### config.mk
export PLATFORM = sky130hd
export DESIGN_NAME = timer_init_status_mode_regs
export DESIGN_NICKNAME = d
export VERILOG_FILES = /design/src/verilog/timer_regs_pkg.sv /design/src/verilog/timer_init_status_mode_regs.sv
export SDC_FILE = /design/constraint.sdc
export NUM_CORES = 1
export LEC_CHECK = 0
export CAP_MARGIN = 20
export CELL_PAD_IN_SITES_DETAIL_PLACEMENT = 0
export CELL_PAD_IN_SITES_GLOBAL_PLACEMENT = 1
export CORE_MARGIN = 5
export CORE_UTILIZATION = 44
export CTS_CLUSTER_DIAMETER = 30
export DETAILED_ROUTE_END_ITERATION = 8
export DONT_BUFFER_PORTS = 1
export PLACE_DENSITY = 0.77
export SLEW_MARGIN = 15
export SYNTH_ARGS = -nofsm -noshare
export SYNTH_HDL_FRONTEND = slang
export SYNTH_SLANG_ARGS = --single-unit
### constraint.sdc
create_clock -name clk -period 2.8 [get_ports clk]
set_input_delay 0.28 -clock clk [delete_from_list [all_inputs] [get_ports clk]]
set_output_delay 0.28 -clock clk [all_outputs]
set_load 0.02 [all_outputs]
### src/verilog/timer_regs_pkg.sv
// Constants for the timer start-value, flag-mirror and mode registers
// Notes on behaviour
// RL1: Start value written via buffer, loaded on update.
// RL2: First clock select starts counter at zero.
// RL3: Software loads start value before selecting clock.
// RL4: Start value in low sixteen bits only.
// RL5: Flag mirror shows every channel flag at once.
// RL6: Read then write zero clears all flags.
// RL7: Channel event sets its flag in hardware.
// RL8: Clear needs prior read; writing one ignored.
// RL9: Event between read and write keeps flag.
// RL10: Software uses mirror only in combine mode.
// RL11: Flags in bits seven..zero; upper bits zero.
// RL12: Mode 00 disables fault control on all channels.
// RL13: Fault interrupt only when enabled and active.
// RL14: Fault mode writable only without write protection.
// RL15: Mode 00 off; 01 even channels manual.
// RL16: Mode 10 all manual; 11 all automatic.
// RL17: Protect disable set after armed read; clear.
// RL18: Reserved bits ignore writes, read zero.
package timer_regs_pkg;

  localparam int          ADDR_W          = 8;
  localparam int          DATA_W          = 32;
  localparam int          CHANNELS        = 8;
  localparam int          START_W         = 16;

  localparam logic [7:0]  OFF_START_VALUE = 8'h4c;
  localparam logic [7:0]  OFF_FLAG_MIRROR = 8'h50;
  localparam logic [7:0]  OFF_MODE        = 8'h54;
  localparam logic [7:0]  OFF_PROTECT     = 8'h58;
  localparam logic [7:0]  OFF_CLOCK_SEL   = 8'h5c;
  localparam logic [7:0]  OFF_COUNTER     = 8'h60;

  localparam int          MODE_FIE_BIT    = 7;
  localparam int          MODE_FCM_LSB    = 5;
  localparam int          MODE_WP_OFF_BIT = 2;
  localparam int          PROT_WP_ON_BIT  = 0;
  localparam int          CLKSEL_W        = 2;

  localparam logic [15:0] START_RESET     = 16'h0000;
  localparam logic [15:0] COUNT_FIRST     = 16'h0000;
  localparam logic [7:0]  FLAGS_RESET     = 8'h00;
  localparam logic [1:0]  FCM_RESET       = 2'h0;
  localparam logic        FIE_RESET       = 1'b0;
  localparam logic        WP_OFF_RESET    = 1'b1;
  localparam logic [1:0]  CLKSEL_RESET    = 2'h0;

  localparam logic [1:0]  FCM_OFF         = 2'h0;
  localparam logic [1:0]  FCM_EVEN_MANUAL = 2'h1;
  localparam logic [1:0]  FCM_ALL_MANUAL  = 2'h2;
  localparam logic [1:0]  FCM_ALL_AUTO    = 2'h3;
  localparam logic [7:0]  EVEN_CHANNELS   = 8'h55;
  localparam logic [7:0]  ALL_CHANNELS    = 8'hff;

endpackage

### src/verilog/timer_init_status_mode_regs.sv
// Start value, channel flag mirror and feature mode registers
`timescale 1ns/1ps
`default_nettype none

module timer_init_status_mode_regs
(
  input  wire logic        clk,
  input  wire logic        sys_rst,
  input  wire logic [7:0]  addr,
  input  wire logic [31:0] wdata,
  input  wire logic        wr_stb,
  input  wire logic        rd_stb,
  output logic      [31:0] rdata,
  input  wire logic        buffer_update,
  input  wire logic [7:0]  channel_event,
  input  wire logic        fault_pin,
  output logic      [15:0] counter_initial_value,
  output logic      [1:0]  clock_source_select,
  output logic             count_load,
  output logic      [15:0] count_load_value,
  output logic      [7:0]  channel_event_flag,
  output logic      [7:0]  fault_channel_enable,
  output logic             fault_auto_clear,
  output logic             fault_irq
);

  ////////////////////////////////////////////////////////////////////
  // Decode

  logic        wr_start;
  logic        wr_flags;
  logic        wr_mode;
  logic        wr_prot;
  logic        wr_clk;
  logic        wr_count;
  logic        rd_flags;
  logic        rd_prot;

  assign wr_start = wr_stb && (addr == timer_regs_pkg::OFF_START_VALUE);
  assign wr_flags = wr_stb && (addr == timer_regs_pkg::OFF_FLAG_MIRROR);
  assign wr_mode  = wr_stb && (addr == timer_regs_pkg::OFF_MODE);
  assign wr_prot  = wr_stb && (addr == timer_regs_pkg::OFF_PROTECT);
  assign wr_clk   = wr_stb && (addr == timer_regs_pkg::OFF_CLOCK_SEL);
  assign wr_count = wr_stb && (addr == timer_regs_pkg::OFF_COUNTER);
  assign rd_flags = rd_stb && (addr == timer_regs_pkg::OFF_FLAG_MIRROR);
  assign rd_prot  = rd_stb && (addr == timer_regs_pkg::OFF_PROTECT);

  ////////////////////////////////////////////////////////////////////
  // Start value with holding buffer

  logic [15:0] start_buf_r;
  logic [15:0] start_vis_r;

  always_ff @(posedge clk or posedge sys_rst)
  begin
    if (sys_rst)
      start_buf_r <= timer_regs_pkg::START_RESET;
    else if (wr_start)
      start_buf_r <= wdata[15:0]; // [RL4] [RL18]
  end

  // Buffer passes straight through while no clock is selected
  always_ff @(posedge clk or posedge sys_rst)
  begin
    if (sys_rst)
      start_vis_r <= timer_regs_pkg::START_RESET;
    else if (buffer_update || clock_source_select == 2'h0)
      start_vis_r <= start_buf_r; // [RL1]
  end

  assign counter_initial_value = start_vis_r;

  ////////////////////////////////////////////////////////////////////
  // Clock select and counter load

  logic        count_written_r;
  logic        first_select;

  always_ff @(posedge clk or posedge sys_rst)
  begin
    if (sys_rst)
      clock_source_select <= timer_regs_pkg::CLKSEL_RESET;
    else if (wr_clk)
      clock_source_select <= wdata[1:0];
  end

  assign first_select = wr_clk && (clock_source_select == 2'h0)
                        && (wdata[1:0] != 2'h0);

  // Remembers a counter write since reset
  always_ff @(posedge clk or posedge sys_rst)
  begin
    if (sys_rst)
      count_written_r <= 1'b0;
    else if (wr_count)
      count_written_r <= 1'b1;
  end

  always_ff @(posedge clk or posedge sys_rst)
  begin
    if (sys_rst)
    begin
      count_load       <= 1'b0;
      count_load_value <= timer_regs_pkg::COUNT_FIRST;
    end
    else if (wr_count)
    begin
      count_load       <= 1'b1;
      count_load_value <= start_vis_r; // [RL3]
    end
    else if (first_select && !count_written_r)
    begin
      count_load       <= 1'b1;
      count_load_value <= timer_regs_pkg::COUNT_FIRST; // [RL2]
    end
    else
      count_load <= 1'b0;
  end

  ////////////////////////////////////////////////////////////////////
  // Channel flags

  logic [7:0]  flags_r;
  logic [7:0]  armed_r;
  logic [7:0]  flag_clr;

  // Only bits seen set by a read, with no new event, may clear
  assign flag_clr = wr_flags ? (armed_r & ~wdata[7:0] & ~channel_event)
                             : 8'h00; // [RL6] [RL8] [RL9]

  // Set wins over clear in the same cycle
  always_ff @(posedge clk or posedge sys_rst)
  begin
    if (sys_rst)
      flags_r <= timer_regs_pkg::FLAGS_RESET;
    else
      flags_r <= (flags_r & ~flag_clr) | channel_event; // [RL7]
  end

  always_ff @(posedge clk or posedge sys_rst)
  begin
    if (sys_rst)
      armed_r <= timer_regs_pkg::FLAGS_RESET;
    else if (wr_flags)
      armed_r <= 8'h00;
    else if (rd_flags)
      armed_r <= flags_r & ~channel_event;
    else
      armed_r <= armed_r & ~channel_event; // [RL9]
  end

  assign channel_event_flag = flags_r; // [RL5]

  ////////////////////////////////////////////////////////////////////
  // Mode and write protection

  logic        fie_r;
  logic [1:0]  fcm_r;
  logic        wp_off_r;
  logic        wp_armed_r;
  logic        fault_s1_r;
  logic        fault_s2_r;

  always_ff @(posedge clk or posedge sys_rst)
  begin
    if (sys_rst)
      fie_r <= timer_regs_pkg::FIE_RESET;
    else if (wr_mode)
      fie_r <= wdata[timer_regs_pkg::MODE_FIE_BIT];
  end

  always_ff @(posedge clk or posedge sys_rst)
  begin
    if (sys_rst)
      fcm_r <= timer_regs_pkg::FCM_RESET;
    else if (wr_mode && wp_off_r)
      fcm_r <= wdata[timer_regs_pkg::MODE_FCM_LSB +: 2]; // [RL14]
  end

  // Arming needs a read of the enable bit while it shows one
  always_ff @(posedge clk or posedge sys_rst)
  begin
    if (sys_rst)
      wp_armed_r <= 1'b0;
    else if (wr_prot || wp_off_r)
      wp_armed_r <= 1'b0;
    else if (rd_prot)
      wp_armed_r <= 1'b1;
  end

  // Enabling protection has priority over a disable
  always_ff @(posedge clk or posedge sys_rst)
  begin
    if (sys_rst)
      wp_off_r <= timer_regs_pkg::WP_OFF_RESET;
    else if (wr_prot && wdata[timer_regs_pkg::PROT_WP_ON_BIT])
      wp_off_r <= 1'b0; // [RL17]
    else if (wr_mode && wp_armed_r && wdata[timer_regs_pkg::MODE_WP_OFF_BIT])
      wp_off_r <= 1'b1; // [RL17]
  end

  // Fault pin is asynchronous to the bus clock
  always_ff @(posedge clk or posedge sys_rst)
  begin
    if (sys_rst)
    begin
      fault_s1_r <= 1'b0;
      fault_s2_r <= 1'b0;
    end
    else
    begin
      fault_s1_r <= fault_pin;
      fault_s2_r <= fault_s1_r;
    end
  end

  // One setting drives every channel
  always_ff @(posedge clk or posedge sys_rst)
  begin
    if (sys_rst)
    begin
      fault_channel_enable <= 8'h00;
      fault_auto_clear     <= 1'b0;
    end
    else
    begin
      case (fcm_r)
        timer_regs_pkg::FCM_OFF:
          fault_channel_enable <= 8'h00; // [RL15] [RL12]
        timer_regs_pkg::FCM_EVEN_MANUAL:
          fault_channel_enable <= timer_regs_pkg::EVEN_CHANNELS; // [RL15]
        default:
          fault_channel_enable <= timer_regs_pkg::ALL_CHANNELS; // [RL16]
      endcase
      fault_auto_clear <= (fcm_r == timer_regs_pkg::FCM_ALL_AUTO); // [RL16]
    end
  end

  always_ff @(posedge clk or posedge sys_rst)
  begin
    if (sys_rst)
      fault_irq <= 1'b0;
    else
      fault_irq <= fie_r && (fcm_r != timer_regs_pkg::FCM_OFF)
                   && fault_s2_r; // [RL13]
  end

  ////////////////////////////////////////////////////////////////////
  // Read data, one cycle after the strobe

  logic [31:0] rd_nxt;

  always_comb
  begin
    rd_nxt = 32'h0000_0000; // [RL18]
    case (addr)
      timer_regs_pkg::OFF_START_VALUE:
        rd_nxt[15:0] = start_vis_r; // [RL4]
      timer_regs_pkg::OFF_FLAG_MIRROR:
        rd_nxt[7:0] = flags_r; // [RL5] [RL11]
      timer_regs_pkg::OFF_MODE:
      begin
        rd_nxt[timer_regs_pkg::MODE_FIE_BIT]      = fie_r;
        rd_nxt[timer_regs_pkg::MODE_FCM_LSB +: 2] = fcm_r;
        rd_nxt[timer_regs_pkg::MODE_WP_OFF_BIT]   = wp_off_r;
      end
      timer_regs_pkg::OFF_PROTECT:
        rd_nxt[timer_regs_pkg::PROT_WP_ON_BIT] = ~wp_off_r;
      timer_regs_pkg::OFF_CLOCK_SEL:
        rd_nxt[1:0] = clock_source_select;
      default:
        rd_nxt = 32'h0000_0000;
    endcase
  end

  always_ff @(posedge clk or posedge sys_rst)
  begin
    if (sys_rst)
      rdata <= 32'h0000_0000;
    else if (rd_stb)
      rdata <= rd_nxt;
    else
      rdata <= 32'h0000_0000;
  end
endmodule

`default_nettype wire

==> results.md, run 1 <==
- Status: complete, no violations
- Min-Delay Endpoint: channel_event_flag[1]
- Share of layout cells above drive strength 1: 23.6%
- Area of the die: 10900 um2
- CP top delay family: compound AO/OA/AOI/OAI gates
- Relative slew slack: between 40 and 50%
- Total track usage: 16.0%
- Filler cells: 773
- Leakage power figure: 2.06 nW
- Instance count on the critical path: 4
- Area leader, netlist: dfrtp_1
- CP Data Required Time: 3.10 ns
- Crit start category: register
- Hold Path Class: primary input to register
- Layout area overhead: 9.22%
- Top FF cell, synth: dfrtp_1
- CTS tree: done
- VDD IR max: around 210 uV
- Antenna viol nets, final: 0
- Crit path arrival time: 2.02 ns
- Initial DRC Count: 137
- Via/cell ratio: 5.61
- Crit-path max FO: 17
- First-pass GRT wire length: between 10 and 15 mm
- Cell with the largest stage delay on the worst path: o21ba_1
- Syn Area/Cell: ~14 um2
- Max Cap Violations: 0
- Vias in the first global route: about 2300
- Top Ports: 139
- H-tree Lvls: 3
- Post-CTS Setup Inserts: 0
- Worst Hold Depth: 1
- F_max: 0.580 GHz
- Core ar.: 8720 um2
- Mapped cell area: 3940 um2
- Unrepaired setup endpoints after global routing: no
- Endpoints failing setup: 0
- Critical-path cell list: nor3_1 > o21ai_0 > o21ba_1 > a22o_1
- Worst R2R Path Depth: 4
- Rows: 34
- Synthesis Warnings: 0
- Ant. Diodes: 0
- DPL Wire Length: 6.14 mm
- Worst Setup End Kind: register
- Clock period minus worst slack: 1.72 ns
- Number of synthesized flops with an enable pin: 0
- Final nets: 351
- Clk Latency, worst-skew pair: approximately 0.36 ns
- Hold Fails Final Rpt: 0
- Slew Limit Fails: 0
- Register area share after synthesis: slightly above 60%
- Largest net degree at the start of global routing: 50
- Synth cell types: 37
- Tcrit/Tclk final: 61.6%
- Hold Path Origin: channel_event[1]
- R2r setup slk: approximately 1.1 ns
- TNS Setup: 0 ns
- Top-area cell type share of the netlist area: 59.8%
- PwrDens: around 590 nW/um2
- Worst-Margin Slew: 0.781 ns
- Mapped Cells: ~290
- R2R Path End: count_load_value[13]
- Setup WS post-layout: between 1 and 1.5 ns
- # port buffers: 0
- CP peak stage delay: 0.66 ns
- Initial antenna violation count: 0
- Die height: 105 um
- R2r startpoint: clock_source_select[1]
- CTS root buffer: clkbuf_8
- Drc violations: 0
- Post-Place Setup Slack: approximately 0.96 ns
- Top cells by area, synth: dfrtp_1 (60%), mux2_2 (12%), buf_4 (4.6%)
- Remaining Overflow, GRT: 0
- Clock Skew: 0.0137 ns
- Starting Density: a little under half
- Worst Setup Path Type: register to register
- Routed wire length per instance: 21.3 um
- Total CTS buffers: 9
- Sink Count: 95
- Crit path buffers/inverters: 0
- Seq cells post-synth: 95
- Pre-Repair DR Iteration Count: 4
- Die width: 105 um
- Final GP Congestion: 0.750
- Clk slew on worst S/H paths: 0.09 ns
- Vias post-DR: 2293
- Total Wirelength: 8.73 mm
- Ys async rst share: 100%
- Largest buffer count on any clock path: 2
## how the worst max path moves through the flow
stage / start / to / slack [ns]
after CTS: clock_source_select[1] / count_load_value[13] / 1.03
after floorplan: sys_rst / armed_r[0] / 0.04
after detailed placement: addr[1] / armed_r[5] / 0.96
after global placement: addr[1] / armed_r[6] / 0.98
final: clock_source_select[1] / count_load_value[13] / 1.08
after global routing: clock_source_select[1] / count_load_value[13] / 0.99
## through the flow
stage / util [%] / total power, mW / instance area [um2] / std cells / hold WS [ns]
finish: 49.3 / 2.55 / 4300 / 409 / 0.0187
global placement: 45.4 / 1.58 / 3960 / 382 / 0.254
floorplan: - / 1.58 / 3990 / 301 / 0.311
CTS: 49.3 / 2.59 / 4300 / 409 / 0.000701
global route: 49.3 / 2.66 / 4300 / 409 / 0.000151
detailed placement: 45.4 / 1.58 / 3960 / 382 / 0.262
## power breakdown
group / total, mW / internal [mW] / switching [mW]
logic: 0.125 / 0.0542 / 0.0707
registers: 1.44 / 1.40 / 0.0439
clock network: 0.983 / 0.524 / 0.459
total: 2.55 / 1.98 / 0.573
## registers in the layout, indices dropped and copies added (netlist names), 2 cells and up
name,cells
armed_r,8
channel_event_flag,8
fcm_r,2
start_buf_r,16
counter_initial_value,16
fault_channel_enable,2
clock_source_select,2
count_load_value,16
rdata,16
## logic make-up (layout without fill, tap and decap cells)
group	after synthesis	after routing	share of synthesized area (%)
DFF	95	95	60.4
and+or+nand+nor	60	60	10.4
muxes	50	50	14.0
AOI/OAI and AO/OA	44	44	8.77
buffers and inverters	36	36	6.33
other	1	16	0.0953
## cells in the final DEF (no fill, tap or decap), drive strengths merged, types with 2 or more instances in the layout
| cell type | n |
|---|---|
| a21oi | 3 |
| and4bb | 3 |
| conb | 16 |
| dfrtp | 94 |
| and3 | 3 |
| a22o | 20 |
| and2 | 10 |
| nand2 | 4 |
| nand3b | 9 |
| nand2b | 2 |
| bufinv | 2 |
| inv | 4 |
| nor2 | 7 |
| a22oi | 6 |
| nand3 | 2 |
| buf | 6 |
| dlygate4sd3 | 12 |
| a21o | 9 |
| nor3 | 12 |
| clkbuf | 10 |
| a31oi | 2 |
| mux2 | 41 |
| mux2i | 9 |
| or2 | 2 |
## cell type report
type	instances	area, um2	share of cell area, %
sequential	95	2380	55.3
multi-input combinational	170	1380	32.0
timing repair buffer	18	178	4.13
clock buffer	10	138	3.20
tap	108	135	3.14
clock inverter	5	81.3	1.89
inverter	3	13.8	0.320
## layer usage
| metal | vias to the layer above | share of wire, % | GRT usage (%) |
|---|---|---|---|
| li1 | 1012 | - | - |
| met2 | 85 | 49 | 25.2 |
| met3 | 9 | 7.5 | 5.86 |
| met4 | 0 | 1.1 | 4.84 |
| met1 | 1187 | 43 | 20.8 |
| met5 | - | 0 | 0 |
## timing repair
item | 4_1_cts | 5_1_grt
setup endpoints to repair | 0 | 0
hold buffers | 12 | 0
endpoints found under the hold margin | 62 | 0
gates resized for setup | 0 | 0
## synth_stat cells, drive strengths merged, types with 3 or more instances
cell / instances
dfrtp: 94
and3: 3
a21o: 9
a22o: 20
clkbuf: 5
nand2: 4
inv: 3
a22oi: 6
and2: 10
nor2: 7
mux2i: 9
and4bb: 3
buf: 28
mux2: 41
a21oi: 3
nor3: 12
nand3b: 9
(Power assumes the default switching activity.)
==> run 2: changes to the inputs <==
Clock period 2.8 ns to 1.4 ns, I/O delays scaled along.
==> results.md, run 2 (synthesized netlist as in run 1, its figures left out) <==
- Worst Setup End Kind: register
- Antenna viol nets, final: 0 (unchanged)
- # port buffers: 0 (unchanged)
- CTS tree: done
- Ant. Diodes: 0 (unchanged)
- Clock period minus worst slack: 1.36 ns (-0.369 ns)
- Crit start category: register
- Initial antenna violation count: 0 (unchanged)
- GRT Max-Usage Layer: met2
- Starting Density: 45.1% (unchanged)
- Core ar.: 8720 um2 (unchanged)
- VDD IR max: 725 uV (+240%)
- CP Data Required Time: 1.66 ns (-1.44 ns)
- Met3 Usage GRT: 6.78% (+0.92 points)
- Rows: 34 (unchanged)
- DPL Wire Length: 6.19 mm (+0.91%)
- Clock Skew: 0.0128 ns (-0.000913 ns)
- Most common cell after layout, fill and taps aside: dfrtp_1
- Largest net degree at the start of global routing: 96 (+92%)
- Slew Limit Fails: 0 (unchanged)
- Leakage power figure: 2.26 nW (+9.6%)
- R2r setup slk: 0.04 ns (-1.03 ns)
- PwrDens: 1070 nW/um2 (+79%)
- Most frequent cells in the layout: dfrtp_1 (92), mux2_2 (40), dlygate4sd3_1 (31)
- Vias in the first global route: 2642 (+13%)
- Routing usage on met2: 28.4% (+3.2 points)
- Power consumption: 5.01 mW (+96%)
- Crit-path max FO: 8 (-9)
- Final GP Congestion: 0.758 (+1.1%)
- Endpoints failing setup: 0 (unchanged)
- F_max: 0.738 GHz (+27%)
- Hold Worst Slack: 0.0553 ns (+0.0366 ns)
- Initial DRC Count: 55 (-60%)
- Crit path arrival time: 1.62 ns (-0.40 ns)
- Die height: 105 um (unchanged)
- Largest buffer count on any clock path: 2 (unchanged)
- Clk slew on worst S/H paths: 0.11 ns (+0.02 ns)
- Share of layout cells above drive strength 1: 29.4% (+5.8 points)
- Area of the die: 10900 um2 (unchanged)
- Routed wire length per instance: 20.3 um (-4.7%)
- Hold Path Class: primary input to register
- Status: complete, no violations
- Design area: 4700 um2 (+9.4%)
- Layout area overhead: 19.5%
- Die width: 105 um (unchanged)
- Total track usage: 17.0% (+1.0 points)
- Top Ports: 139 (unchanged)
- Clk Latency, worst-skew pair: 0.37 ns (about the same)
- H-tree Lvls: 3 (unchanged)
- Remaining Overflow, GRT: 0 (unchanged)
- Worst Setup Path Type: register to register
- Max Cap Violations: 0 (unchanged)
- Relative slew slack: 65.8% (+18 points)
- CTS root buffer: clkbuf_8
- Drc violations: 0 (unchanged)
- Unrepaired setup endpoints after global routing: yes
- Sink Count: 95 (unchanged)
- Final nets: 393 (+12%)
- Hold Fails Final Rpt: 0 (unchanged)
- Routing usage on met1: 20.4% (-0.39 points)
- Tcrit/Tclk final: 96.8% (+35 points)
- Via/cell ratio: 5.46 (-2.7%)
- Total CTS buffers: 9 (unchanged)
- Pre-Repair DR Iteration Count: 4 (unchanged)
- Total Wirelength: 9.19 mm (+5.3%)
- Worst-Margin Slew: 0.514 ns (-0.268 ns)
- Placed cell areas: 4140 um2 (+4.6%)
- Vias post-DR: 2466 (+7.5%)
- First-pass GRT wire length: 14.6 mm (+6.7%)
## run 2: cell count changes in the layout (fill, tap and decap cells not counted), sizes merged
| cell | before | now |
|---|---|---|
| buf | 6 | 27 |
| dlygate4sd3 | 12 | 31 |
| inv | 4 | 8 |
| bufinv | 2 | 0 |
| o21ba | 1 | 3 |
| clkbuf | 10 | 9 |
## run 2: final timing paths
check                                            start                    end  cells after the start
worst max-delay path            clock_source_select[1]   count_load_value[10]                      4
worst max register to register  clock_source_select[1]   count_load_value[10]                      4
worst min-delay path                            rd_stb               rdata[1]                      2
max in group asynchronous                      sys_rst  channel_event_flag[7]                      3
min in group asynchronous                      sys_rst             armed_r[4]                      3
worst min register to register              fault_s1_r             fault_s2_r                      0
## run 2: worst max-delay path, cell delays in order, from the launching register on
cell	delay, ns
dfrtp_2	0.46
nor3_2	0.21
o21ai_2	0.12
o21ba_4	0.27
a22o_1	0.19
## run 2: cell type report
type | instances | area, um2
Tap cell | 108 | 135
Inverter | 3 | 15.0
Fill cell | 761 | 4020
Clock inverter | 7 | 68.8
Clock buffer | 9 | 124
Timing Repair Buffer | 58 | 538
Sequential cell | 95 | 2380
Multi-Input combinational cell | 172 | 1440
## run 2: repair_timing
action	4_1_cts	5_1_grt
setup buffers	2	0
hold buffers	31	0
endpoints found under the setup margin	1	16
endpoints found under the hold margin	136	0
resized for setup	4	2
gates cloned	2	0
pin swaps	1	3
## run 2: metal layers
layer  routed length [um]  vias to the layer above
met4                   99                        0
met2                 4620                       96
li1                     -                     1103
met3                  801                       10
met1                 3670                     1257
met5                    0                        -
## run 2: per-stage QoR
step           setup TNS [ns]  std cells  util (%)  worst slack (ns)
2_1_floorplan           -2.62        301         -            -0.133
3_3_place_gp           -0.175        401      47.5           -0.0137
3_5_place_dp           -0.298        401      47.5           -0.0386
4_1_cts                     0        452      53.8            0.0409
5_1_grt               -0.0119        452      53.9           -0.0119
6_report                    0        452      53.9            0.0444
## run 2: power by group
part | leakage, nW | switching [mW] | internal, mW
Sequential | 1.27 | 0.0859 | 2.80
Combinational | 0.894 | 0.176 | 0.166
Clock | 0.101 | 1.08 | 0.706
Total | 2.26 | 1.34 | 3.67
